$ cat config.mk
export PLATFORM = sky130hd
export DESIGN_NAME = acq_ddc
export DESIGN_NICKNAME = d
export VERILOG_FILES = /design/src/acq_pkg.sv /design/src/acq_ddc.sv
export SDC_FILE = /design/constraint.sdc
export NUM_CORES = 2
export LEC_CHECK = 0
export BUFFER_PORTS_ARGS = -buffer_cell sky130_fd_sc_hd__buf_2
export CORE_MARGIN = 10
export CORE_UTILIZATION = 40
export DETAILED_ROUTE_END_ITERATION = 16
export GPL_ROUTABILITY_DRIVEN = 0
export MAX_ROUTING_LAYER = met4
export SLEW_MARGIN = 40
export SYNTH_ARGS = -nofsm -noshare
export SYNTH_HDL_FRONTEND = slang
export SYNTH_SLANG_ARGS = --single-unit
$ cat constraint.sdc
create_clock -name core_clk -period 27.5 [get_ports core_clk]
set_clock_uncertainty 0.1 [all_clocks]
set_input_delay 2.75 -clock core_clk [delete_from_list [all_inputs] [get_ports core_clk]]
set_output_delay 2.75 -clock core_clk [all_outputs]
set_load 0.03 [all_outputs]
$ cat src/acq_pkg.sv
package acq_pkg;
    // register indices (word addresses on the plain port)
    localparam logic [3:0] REG_CTRL = 4'h0;
    localparam logic [3:0] REG_TUNE = 4'h1;
    localparam logic [3:0] REG_DEC1 = 4'h2;
    localparam logic [3:0] REG_DEC2 = 4'h3;
    localparam logic [3:0] REG_COEF = 4'h4;
    localparam logic [3:0] REG_STAT = 4'h5;
    localparam logic [3:0] REG_TIME = 4'h6;
    localparam logic [3:0] REG_LEN = 4'h7;
    // control fields
    localparam int CTRL_SRC_LSB = 0;
    localparam int CTRL_MODE_BIT = 2;
    localparam int CTRL_GATE_BIT = 3;
    localparam int CTRL_META_BIT = 4;
    localparam int CTRL_NARROW_BIT = 5;
    localparam int CTRL_ARM_BIT = 6;
    localparam int CTRL_CHAN_BIT = 7;
    localparam logic [31:0] CTRL_RST = 32'h0000_0000;
    localparam logic [31:0] TUNE_RST = 32'h0000_0000;
    localparam logic [7:0] DEC_RST = 8'h01;
    localparam int COEF_N = 16;
    localparam logic [15:0] COEF_DEF = 16'h0800;
    localparam logic [31:0] LEN_RST = 32'h0000_0400;
    typedef enum logic [1:0] {
        SRC_ADC0 = 2'b00,
        SRC_ADC1 = 2'b01,
        SRC_TEST = 2'b10,
        SRC_LOOP = 2'b11
    } acq_src_t;
    typedef enum logic [1:0] {
        XF_IDLE = 2'b00,
        XF_RUN = 2'b01,
        XF_META = 2'b10,
        XF_DONE = 2'b11
    } acq_xfer_t;
endpackage : acq_pkg

$ cat src/acq_ddc.sv
`timescale 1ns/100ps
// Overview of operation
// - input from adc0, adc1, test or loopback
// - memory used as fifo or transient capture
// - gate mode: transfer length follows gate
// - metadata: channel id, timestamp, length
// - 32-bit tuning word, dc to fs
// - decimation programmable from 2 to 131072
// - filter loads user 16-bit coefficients
// - default coefficients form a flat unity kernel
// - complex output 24+24 or 16+16 bits, memory data words always 16+16
// - two 1..256 stages plus fixed 2x
module acq_ddc
    import acq_pkg::*;
(
    // clock and reset
    input wire logic core_clk,
    input wire logic rst,
    // register port
    input wire logic [3:0] reg_addr,
    input wire logic [31:0] reg_wdata,
    input wire logic reg_wr,
    input wire logic reg_rd,
    output logic [31:0] reg_rdata,
    // sample sources
    input wire logic [15:0] adc0_data,
    input wire logic [15:0] adc1_data,
    input wire logic [15:0] test_data,
    input wire logic [15:0] loop_data,
    input wire logic acq_gate,
    // output toward memory and dma
    output logic [23:0] out_i,
    output logic [23:0] out_q,
    output logic out_valid,
    input wire logic mem_ready,
    output logic [31:0] mem_data,
    output logic mem_valid,
    output logic mem_meta,
    output logic xfer_done
);
    // ************************************************
    // registers
    // ************************************************
    logic [31:0] ctrl_reg;
    logic [31:0] tune_reg;
    logic [7:0] dec1_reg;
    logic [7:0] dec2_reg;
    logic [31:0] len_reg;
    logic [15:0] coef_mem [COEF_N];
    logic [3:0] coef_ptr_reg;
    logic [31:0] rdata_next;
    logic [31:0] time_reg;
    logic [31:0] count_reg;
    logic [31:0] stamp_reg;
    logic overflow_reg;
    acq_xfer_t state_reg;
    wire w_ctrl = reg_wr && reg_addr == REG_CTRL;
    wire w_coef = reg_wr && reg_addr == REG_COEF;
    wire [1:0] src_sel = ctrl_reg[CTRL_SRC_LSB +: 2];
    wire capture_mode = ctrl_reg[CTRL_MODE_BIT];
    wire gate_mode = ctrl_reg[CTRL_GATE_BIT];
    wire meta_en = ctrl_reg[CTRL_META_BIT];
    wire narrow = ctrl_reg[CTRL_NARROW_BIT];

    always_ff @(posedge core_clk)
    begin
        if (rst)
        begin
            ctrl_reg <= CTRL_RST;
            tune_reg <= TUNE_RST;
            dec1_reg <= DEC_RST;
            dec2_reg <= DEC_RST;
            len_reg <= LEN_RST;
            coef_ptr_reg <= 4'h0;
        end
        else if (reg_wr)
        begin
            if (w_ctrl)
                ctrl_reg <= reg_wdata;
            if (reg_addr == REG_TUNE)
                tune_reg <= reg_wdata;
            // register value is ratio minus one: 1..255 gives 2x..256x
            if (reg_addr == REG_DEC1)
                dec1_reg <= reg_wdata[7:0];
            if (reg_addr == REG_DEC2)
                dec2_reg <= reg_wdata[7:0];
            if (reg_addr == REG_LEN)
                len_reg <= reg_wdata;
            if (w_coef)
                coef_ptr_reg <= coef_ptr_reg + 4'h1;
        end
    end

    // coefficient memory: sequential loads, default is a flat unity kernel
    always_ff @(posedge core_clk)
    begin
        for (int k = 0; k < COEF_N; k++)
        begin
            if (rst)
                coef_mem[k] <= COEF_DEF;
            else if (w_coef && coef_ptr_reg == 4'(k))
                coef_mem[k] <= reg_wdata[15:0];
        end
    end

    assign rdata_next = (reg_addr == REG_CTRL) ? ctrl_reg :
                        (reg_addr == REG_TUNE) ? tune_reg :
                        (reg_addr == REG_DEC1) ? {24'h000000, dec1_reg} :
                        (reg_addr == REG_DEC2) ? {24'h000000, dec2_reg} :
                        (reg_addr == REG_STAT) ? {28'h0000000, overflow_reg, state_reg, gate_mode} :
                        (reg_addr == REG_TIME) ? time_reg :
                        (reg_addr == REG_LEN) ? count_reg :
                        32'h0000_0000;

    always_ff @(posedge core_clk)
    begin
        if (rst)
            reg_rdata <= 32'h0000_0000;
        else if (reg_rd)
            reg_rdata <= rdata_next;
    end

    // ************************************************
    // source select and tuning
    // ************************************************
    logic [15:0] samp;
    always_comb
    begin
        unique case (acq_src_t'(src_sel))
            SRC_ADC0: samp = adc0_data;
            SRC_ADC1: samp = adc1_data;
            SRC_TEST: samp = test_data;
            SRC_LOOP: samp = loop_data;
        endcase
    end

    logic [31:0] phase_reg;
    // coarse quadrant mixer: top two phase bits rotate the sample,
    // trading spur level for zero multipliers in the nco
    wire [1:0] quad = phase_reg[31:30];
    wire signed [15:0] s_pos = samp;
    wire signed [15:0] s_neg = -samp;
    wire signed [15:0] mix_i = (quad == 2'b00) ? s_pos : (quad == 2'b10) ? s_neg : 16'sh0000;
    wire signed [15:0] mix_q = (quad == 2'b01) ? s_neg : (quad == 2'b11) ? s_pos : 16'sh0000;
    always_ff @(posedge core_clk)
    begin
        if (rst)
            phase_reg <= 32'h0000_0000;
        else
            phase_reg <= phase_reg + tune_reg;
    end
    always_ff @(posedge core_clk)
    begin
        if (rst)
            time_reg <= 32'h0000_0000;
        else
            time_reg <= time_reg + 32'h0000_0001;
    end

    // ************************************************
    // decimation chain
    // ************************************************
    logic signed [47:0] acc_i_reg;
    logic signed [47:0] acc_q_reg;
    logic [7:0] cnt1_reg;
    logic [7:0] cnt2_reg;
    logic cnt3_reg;
    logic [3:0] tap_reg;
    wire last1 = cnt1_reg == dec1_reg;
    wire last2 = cnt2_reg == dec2_reg;
    wire dump = last1 && last2 && cnt3_reg;
    wire signed [15:0] c = coef_mem[tap_reg];
    wire signed [31:0] p_i = mix_i * c;
    wire signed [31:0] p_q = mix_q * c;
    always_ff @(posedge core_clk)
    begin
        if (rst)
        begin
            cnt1_reg <= 8'h00;
            cnt2_reg <= 8'h00;
            cnt3_reg <= 1'b0;
            tap_reg <= 4'h0;
            acc_i_reg <= 48'sh0;
            acc_q_reg <= 48'sh0;
        end
        else
        begin
            cnt1_reg <= last1 ? 8'h00 : cnt1_reg + 8'h01;
            if (last1)
            begin
                cnt2_reg <= last2 ? 8'h00 : cnt2_reg + 8'h01;
                if (last2)
                    cnt3_reg <= ~cnt3_reg;
            end
            tap_reg <= tap_reg + 4'h1;
            acc_i_reg <= dump ? 48'(p_i) : acc_i_reg + 48'(p_i);
            acc_q_reg <= dump ? 48'(p_q) : acc_q_reg + 48'(p_q);
        end
    end
    // output format: wide keeps 24 bits, narrow truncates to 16 in the low bits
    wire [23:0] wi = acc_i_reg[47:24];
    wire [23:0] wq = acc_q_reg[47:24];
    always_ff @(posedge core_clk)
    begin
        if (rst)
        begin
            out_i <= 24'h000000;
            out_q <= 24'h000000;
            out_valid <= 1'b0;
        end
        else
        begin
            out_valid <= dump;
            if (dump)
            begin
                out_i <= narrow ? {8'h00, wi[23:8]} : wi;
                out_q <= narrow ? {8'h00, wq[23:8]} : wq;
            end
        end
    end

    // ************************************************
    // memory path and dma packetiser
    // ************************************************
    wire arm = w_ctrl && reg_wdata[CTRL_ARM_BIT];
    wire run = state_reg == XF_RUN;
    // gate mode ends on gate drop, otherwise on programmed length
    wire end_xfer = gate_mode ? !acq_gate : (count_reg >= len_reg);
    logic [1:0] meta_idx_reg;
    always_ff @(posedge core_clk)
    begin
        if (rst)
        begin
            state_reg <= XF_IDLE;
            count_reg <= 32'h0000_0000;
            stamp_reg <= 32'h0000_0000;
            meta_idx_reg <= 2'b00;
            overflow_reg <= 1'b0;
        end
        else
        begin
            if (out_valid && run && !mem_ready)
                overflow_reg <= 1'b1;
            else if (w_ctrl)
                overflow_reg <= 1'b0;
            unique case (state_reg)
                XF_IDLE:
                    if (arm || (!capture_mode && (gate_mode ? acq_gate : 1'b1)))
                    begin
                        if (!gate_mode || acq_gate)
                        begin
                            state_reg <= XF_RUN;
                            count_reg <= 32'h0000_0000;
                            stamp_reg <= time_reg;
                        end
                    end
                XF_RUN:
                    if (end_xfer)
                    begin
                        state_reg <= meta_en ? XF_META : XF_DONE;
                        meta_idx_reg <= 2'b00;
                    end
                    else if (out_valid && mem_ready)
                        count_reg <= count_reg + 32'h0000_0001;
                XF_META:
                    if (mem_ready)
                    begin
                        meta_idx_reg <= meta_idx_reg + 2'b01;
                        if (meta_idx_reg == 2'b10)
                            state_reg <= XF_DONE;
                    end
                XF_DONE:
                    // capture mode is one-shot: waits for a new arm
                    state_reg <= XF_IDLE;
            endcase
        end
    end
    wire [31:0] meta_word = (meta_idx_reg == 2'b00) ? {31'h0, ctrl_reg[CTRL_CHAN_BIT]} :
                            (meta_idx_reg == 2'b01) ? stamp_reg : count_reg;
    always_ff @(posedge core_clk)
    begin
        if (rst)
        begin
            mem_data <= 32'h0000_0000;
            mem_valid <= 1'b0;
            mem_meta <= 1'b0;
            xfer_done <= 1'b0;
        end
        else
        begin
            mem_valid <= (run && out_valid && !end_xfer) || (state_reg == XF_META && mem_ready);
            mem_meta <= state_reg == XF_META;
            mem_data <= (state_reg == XF_META) ? meta_word :
                        narrow ? {out_i[15:0], out_q[15:0]} : {out_i[23:8], out_q[23:8]};
            xfer_done <= state_reg == XF_DONE;
        end
    end

    // ************************************************
    // checks
    // ************************************************
    a_valid_pulse: assert property (@(posedge core_clk) disable iff (rst)
        out_valid |=> !out_valid) else $error("valid longer than one cycle");
    a_src_adc0: assert property (@(posedge core_clk) disable iff (rst)
        src_sel == 2'b00 |-> samp == adc0_data) else $error("source select wrong");
    a_src_loop: assert property (@(posedge core_clk) disable iff (rst)
        src_sel == 2'b11 |-> samp == loop_data) else $error("loopback select wrong");
    a_tune_step: assert property (@(posedge core_clk) disable iff (rst)
        $stable(tune_reg) |=> phase_reg == $past(phase_reg) + $past(tune_reg)) else $error("nco step wrong");
    a_dump_cause: assert property (@(posedge core_clk) disable iff (rst)
        out_valid |-> $past(cnt3_reg) && $past(last1) && $past(last2)) else $error("dump not at chain end");
    a_gate_end: assert property (@(posedge core_clk) disable iff (rst)
        run && gate_mode && !acq_gate |=> state_reg != XF_RUN) else $error("gate drop not ending transfer");
    a_meta_stamp: assert property (@(posedge core_clk) disable iff (rst)
        state_reg == XF_IDLE ##1 state_reg == XF_RUN |-> stamp_reg == $past(time_reg)) else $error("stamp wrong");
    a_narrow_fmt: assert property (@(posedge core_clk) disable iff (rst)
        out_valid && narrow && $stable(narrow) |-> out_i[23:16] == 8'h00) else $error("narrow format wrong");
    a_coef_load: assert property (@(posedge core_clk) disable iff (rst)
        w_coef |=> coef_mem[$past(coef_ptr_reg)] == 16'($past(reg_wdata))) else $error("coef not loaded");
    a_capture_once: assert property (@(posedge core_clk) disable iff (rst)
        state_reg == XF_IDLE && capture_mode && !arm |=> state_reg == XF_IDLE) else $error("capture rearmed");
endmodule : acq_ddc

Word level (Yosys, flattened, before mapping)
Memory sizes are Yosys's and may differ from the RTL's. A register that Yosys moved wholly into a read port is not among the register bits.
Index checks and enable logic that the tools add are counted.
{"block": "word_totals", "inputBits": 106, "rom_bits": 0, "memories": 1, "mem_bits_rw": 256, "latchBits": 0, "out_inout_bits": 116, "wordCells": 264, "ff_bits": 482}
{"name": "coef_mem", "depth": 16, "width": 16, "rd": 1, "rd_clocked_by_memory_dff": 1, "write_ports": 16, "line_no": "acq_ddc.sv:49", "rtl": "logic [15:0] coef_mem [COEF_N];"}
{"block": "classes", "n_lt_le_gt_ge": 1, "addsub": 11, "n_div": 0, "muxes": 107, "n_shift": 0, "bitwise": 17, "reduce_logical": 56, "multipliers": 2, "n_eq_ne": 42}
{"cell": "2-to-1 mux 32 bit", "n": 15}
{"cell": "2-to-1 mux 16 bit", "n": 20}
{"cell": "adder 48 x 32 -> 48 bit", "n": 2}
{"cell": "2-to-1 mux 48 bit", "n": 2}
{"cell": "adder 32 x 1 -> 32 bit, second input constant", "n": 2}
{"cell": "multiplier 16 x 16 -> 32 bit", "n": 2}
{"cell": "case mux 16 bit (4 select lines)", "n": 1}
{"cell": "case mux 32 bit (2 select lines)", "n": 1}
{"cell": "2-to-1 mux 1 bit", "n": 55}
{"cell": "2-to-1 mux 24 bit", "n": 2}
{"cell": "adder 32 bit", "n": 1}
{"cell": "equality test 4 x 3 -> 1 bit, second input constant", "n": 8}
{"cell": "equality test 4 bit, second input constant", "n": 8}
{"cell": ">= comparator 32 bit", "n": 1}
{"cell": "logical AND 1 bit", "n": 27}
{"cell": "adder 8 x 1 -> 8 bit, second input constant", "n": 2}
{"cell": "equality test 4 x 2 -> 1 bit, second input constant", "n": 4}
{"cell": "equality test 8 bit", "n": 2}
{"cell": "negator 16 bit", "n": 1}
{"cell": "bitwise OR 1 bit", "n": 16}
{"cell": "equality test 2 bit, second input constant", "n": 7}
{"cell": "2-to-1 mux 2 bit", "n": 7}
{"cell": "AND reduction 2 bit", "n": 7}
{"cell": "!= test 2 bit, second input constant", "n": 5}
{"cell": "18 further kinds", "n": 38}

Logic depth before layout (Yosys ltp)
{"block": "depth", "depth_word": 8, "depth_mapped": 48}

Worst setup path before layout
No wires, ideal clock.
{"block": "synth_path", "path_type": "input -> register", "startpoint": "input loop_data[0]", "endpoint": "register acc_i_reg[47]", "setup_ns": 0.128, "path_slack_ns": 13.320, "n_path_buf": 1, "required_time_ns": 27.272, "t_arrival_ns": 13.952, "path_stages": 43, "path_cell_list": "mux4_2 -> inv_1 -> ha_1 -> or3b_1 -> or2_1 -> or2_1 -> or3_1 -> nor3_2 -> nand2b_1 -> xor2_1 -> nor2_1 -> and2_1 -> fa_1 -> inv_1 -> fa_1 -> fa_1 -> inv_1 -> fa_1 -> [... 7 more ...] -> o221ai_1 -> a31oi_1 -> nor4_1 -> nor3_1 -> o211a_1 -> a211oi_1 -> ha_1 -> clkbuf_1 -> a21o_1 -> a21o_1 -> a21o_1 -> nor2_1 -> o21ai_0 -> or4_1 -> o221ai_1 -> mux2i_1 -> xor2_1 -> nor2_1"}
{"block": "synth_between", "elab_chain_len": 7}
{"item": "start: declaration", "line_no": "acq_ddc.sv:29", "rtl": "input wire logic [15:0] loop_data,"}
{"item": "case mux 16 bit (4 select lines) (*)", "line_no": "acq_ddc.sv:129", "rtl": "unique case (acq_src_t'(src_sel))"}
{"item": "negator 16 bit", "line_no": "acq_ddc.sv:142", "rtl": "wire signed [15:0] s_neg = -samp;"}
{"item": "2-to-1 mux 16 bit", "line_no": "acq_ddc.sv:143", "rtl": "wire signed [15:0] mix_i = (quad == 2'b00) ? s_pos : (quad == 2'b10) ? s_neg : 16'sh0000;"}
{"item": "2-to-1 mux 16 bit (*)", "line_no": "acq_ddc.sv:143"}
{"item": "multiplier 16 x 16 -> 32 bit (*)", "line_no": "acq_ddc.sv:173", "rtl": "wire signed [31:0] p_i = mix_i * c;"}
{"item": "adder 48 x 32 -> 48 bit", "line_no": "acq_ddc.sv:196", "rtl": "acc_i_reg <= dump ? 48'(p_i) : acc_i_reg + 48'(p_i);"}
{"item": "2-to-1 mux 48 bit (*)", "line_no": "acq_ddc.sv:196"}
{"item": "end signal: assignment", "line_no": "acq_ddc.sv:196"}
{"item": "end: declaration", "line_no": "acq_ddc.sv:163", "rtl": "logic signed [47:0] acc_i_reg;"}
Every way passes the cells marked *; elsewhere a longest branch is shown, timed or not.
A chain may end at the register's enable or synchronous reset.

Worst setup path in the final report
Ends and elaborated chain as after synthesis.

==> summary.md <==
| Metric | Value |
|---|---|
| Status | `finished, final reports clean` |
| Worst Reg-to-Reg Cells | `43` |
| Layout Nets | `7317` |
| Htree depth | `3` |
| Yosys reg bits | `738` |
| Worst-path clk slew | `0.06 ns` |
| Max incr delay on CP | `0.74 ns` |
| Core area | `145000 um2` |
| Worst-skew pair later-pin latency | `0.71 ns` |
| # setup viols final | `0` |
| Congestion Overflow GR | `0` |
| DRT Pass-1 Iters | `5` |
| Yosys top cell by area | `fa_1` |
| EDFF count, synth | `256` |
| Hold Path End | `stamp_reg[7]` |
| Total GRT Usage | `21.6%` |
| Dpl cells | `8173` |
| Share of layout cells above drive strength 1 | `9.90%` |
| Largest net degree at the start of global routing | `139` |
| Final Hold Vio Count | `0` |
| Crit Path Max Fanout | `20` |
| Detailed Place HPWL | `125 mm` |
| CP Class | `in2reg` |
| Die height | `402 um` |
| Sequential cell area fraction in the yosys report | `29.7%` |
| Initial DRC count | `3398` |
| Share of the synthesized area in the top cell type | `18.1%` |
| Startpoint types | `input port` |
| CTS tree | `done` |
| WL final | `170 mm` |
| Post-synth cell types | `90` |
| DR vias | `45365` |
| Largest cells by area after synthesis | `fa_1, dfxtp_1, edfxtp_1` |
| Kind of end point of the critical path | `flop` |
| Crit path required time | `27.97 ns` |
| Chip Width | `402 um` |
| Yosys warns | `0` |
| Wirelength per Cell | `20.4 um` |
| Initial core utilization | `40.2%` |
| Count leader, synth | `nand2_1` |
| Worst r2r src | `ctrl_reg[0]` |
| Asr flop ratio synth | `0%` |
| Mapped Area | `58300 um2` |
| First-pass GRT wire length | `271 mm` |
| F_max | `0.0715 GHz` |
| Commonest cells in the netlist | `nand2_1, inv_1, nor2_1, fa_1, dfxtp_1` |
| Area after DPL | `61300 um2` |
| Fin crit share | `50.9%` |
| Post-route DRC | `0` |
| Clock root cell | `clkbuf_16` |
| Total CTS buffers | `86` |
| Syn Inst Count | `6305` |
| Final Max Slew Viols | `0` |
| # clock sinks | `738` |
| RSZ-0062 raised after global routing | `no` |
| Finished Layout Cells | `8340` |
| Syn Nets | `7278` |
| Hold Startpoint | `stamp_reg[7]` |
| Site Rows | `140` |
| Slowest CP cell | `nor4_1` |
| Die area | `161000 um2` |
| Worst slew margin | `39.0%` |
| Port Buf Inserts | `221` |
| Reg2reg setup slack | `14.80 ns` |
| Design area | `64100 um2` |
| Syn_area_per_cell | `9.25 um2` |
| WP data arrival | `14.45 ns` |
| Max reg flops | `256` |
| Post-CTS sizing | `0` |
| Least-Margin Pin Slew | `0.912 ns` |
| Vias in the first global route | `46887` |
| Initial antenna violation count | `9` |
| Most used cell along the critical path | `fa_1` |
| Post-CTS setup buffers | `0` |
| Final worst path period need | `13.98 ns` |
| Setup TNS | `0 ns` |
| Clk buf depth | `3` |
| Area grow syn2layout | `9.97%` |
| Via density | `5.44` |
| Worst hold stages | `2` |
| IO Pins | `222` |
| Max-cap violations | `0` |
| Ys flop type | `dfxtp_1` |
| # fillers | `14143` |
| Min-delay worst type | `reg2reg` |
| ANT nets after route | `0` |
| Reg2reg end | `acc_i_reg[47]` |
| Hold_buf cts | `0` |
## stage by stage
| step | util [%] | setup slack [ns] | hold slack, ns |
|---|---|---|---|
| after global routing | 44.2 | 12.82 | 0.371 |
| final | 44.2 | 13.52 | 0.352 |
| after floorplan | - | 13.32 | 0.336 |
| after detailed placement | 42.2 | 12.90 | 0.346 |
| after CTS | 44.1 | 13.59 | 0.355 |
| after global placement | 42.1 | 13.01 | 0.342 |
## critical path: cells and delay by family
| family | cells | cell delay, ns |
|---|---|---|
| AO/OA/AOI/OAI | 10 | 2.19 |
| XOR/XNOR | 2 | 0.26 |
| adder cells (fa/ha/maj) | 9 | 3.81 |
| buffers and inverters | 7 | 0.70 |
| multiplexers | 2 | 0.76 |
| AND/OR/NAND/NOR | 13 | 3.94 |
## cells in the final DEF (no fill, tap or decap), drive strengths merged, types with 62 or more instances in the layout
master  Yosys  final
edfxtp    256    256
fa        527    527
nand3      62     62
a211oi     69     69
and2      278    278
mux4       88     88
mux2i     129    129
a21oi     386    386
ha        340    340
o21ai     169    169
inv       731    734
buf        43    295
clkbuf    301    111
dfxtp     482    482
xnor2     169    169
nor2      615    615
a21o       89     89
xor2       92     92
nand2     736    736
## worst max-delay path by stage
stage	from	endpoint	depth (start not counted)
3_5_place_dp	loop_data[0]	acc_q_reg[45]	42
4_1_cts	loop_data[0]	acc_q_reg[45]	42
2_1_floorplan	loop_data[0]	acc_i_reg[47]	43
6_report	loop_data[0]	acc_i_reg[47]	43
5_1_grt	loop_data[0]	acc_i_reg[47]	43
3_3_place_gp	loop_data[0]	acc_q_reg[45]	41
## metal layers
layer / vias up / share of wire [%] / wire length, um / track usage (%)
met4: 0 / 3.3 / 5700 / 6.99
met2: 1392 / 48 / 81700 / 35.6
li1: 21091 / - / - / -
met3: 284 / 6.3 / 10800 / 3.23
met1: 22598 / 42 / 72300 / 27.2
met5: - / 0 / 0 / -
## cell type report
cell class                 instances  area [um2]  share of cell area, %
tap                             1917        2400                   3.74
multi-input combinational       4491       37100                   57.8
inverter                         732        2750                   4.28
clock buffer                     111        2350                   3.66
timing repair buffer             295        1700                   2.65
clock inverter                    47         482                  0.751
antenna                            9        22.5                 0.0351
sequential                       738       17300                   27.0
## cell families (layout without fill, tap and decap cells)
family	count (synthesis)	in the layout	synth area share [%]
simple gates	2053	2053	16.3
buf+inv	1076	1185	6.99
xor+xnor	261	261	3.92
other cells	0	9	0
mux	227	227	5.81
flops	738	738	29.7
compound gates	1083	1083	11.9
fa+ha+maj	867	867	25.4
Power is left out: the tool's default activity adds up to more than one toggle a clock period on the data nets, which glitch-free logic cannot reach.
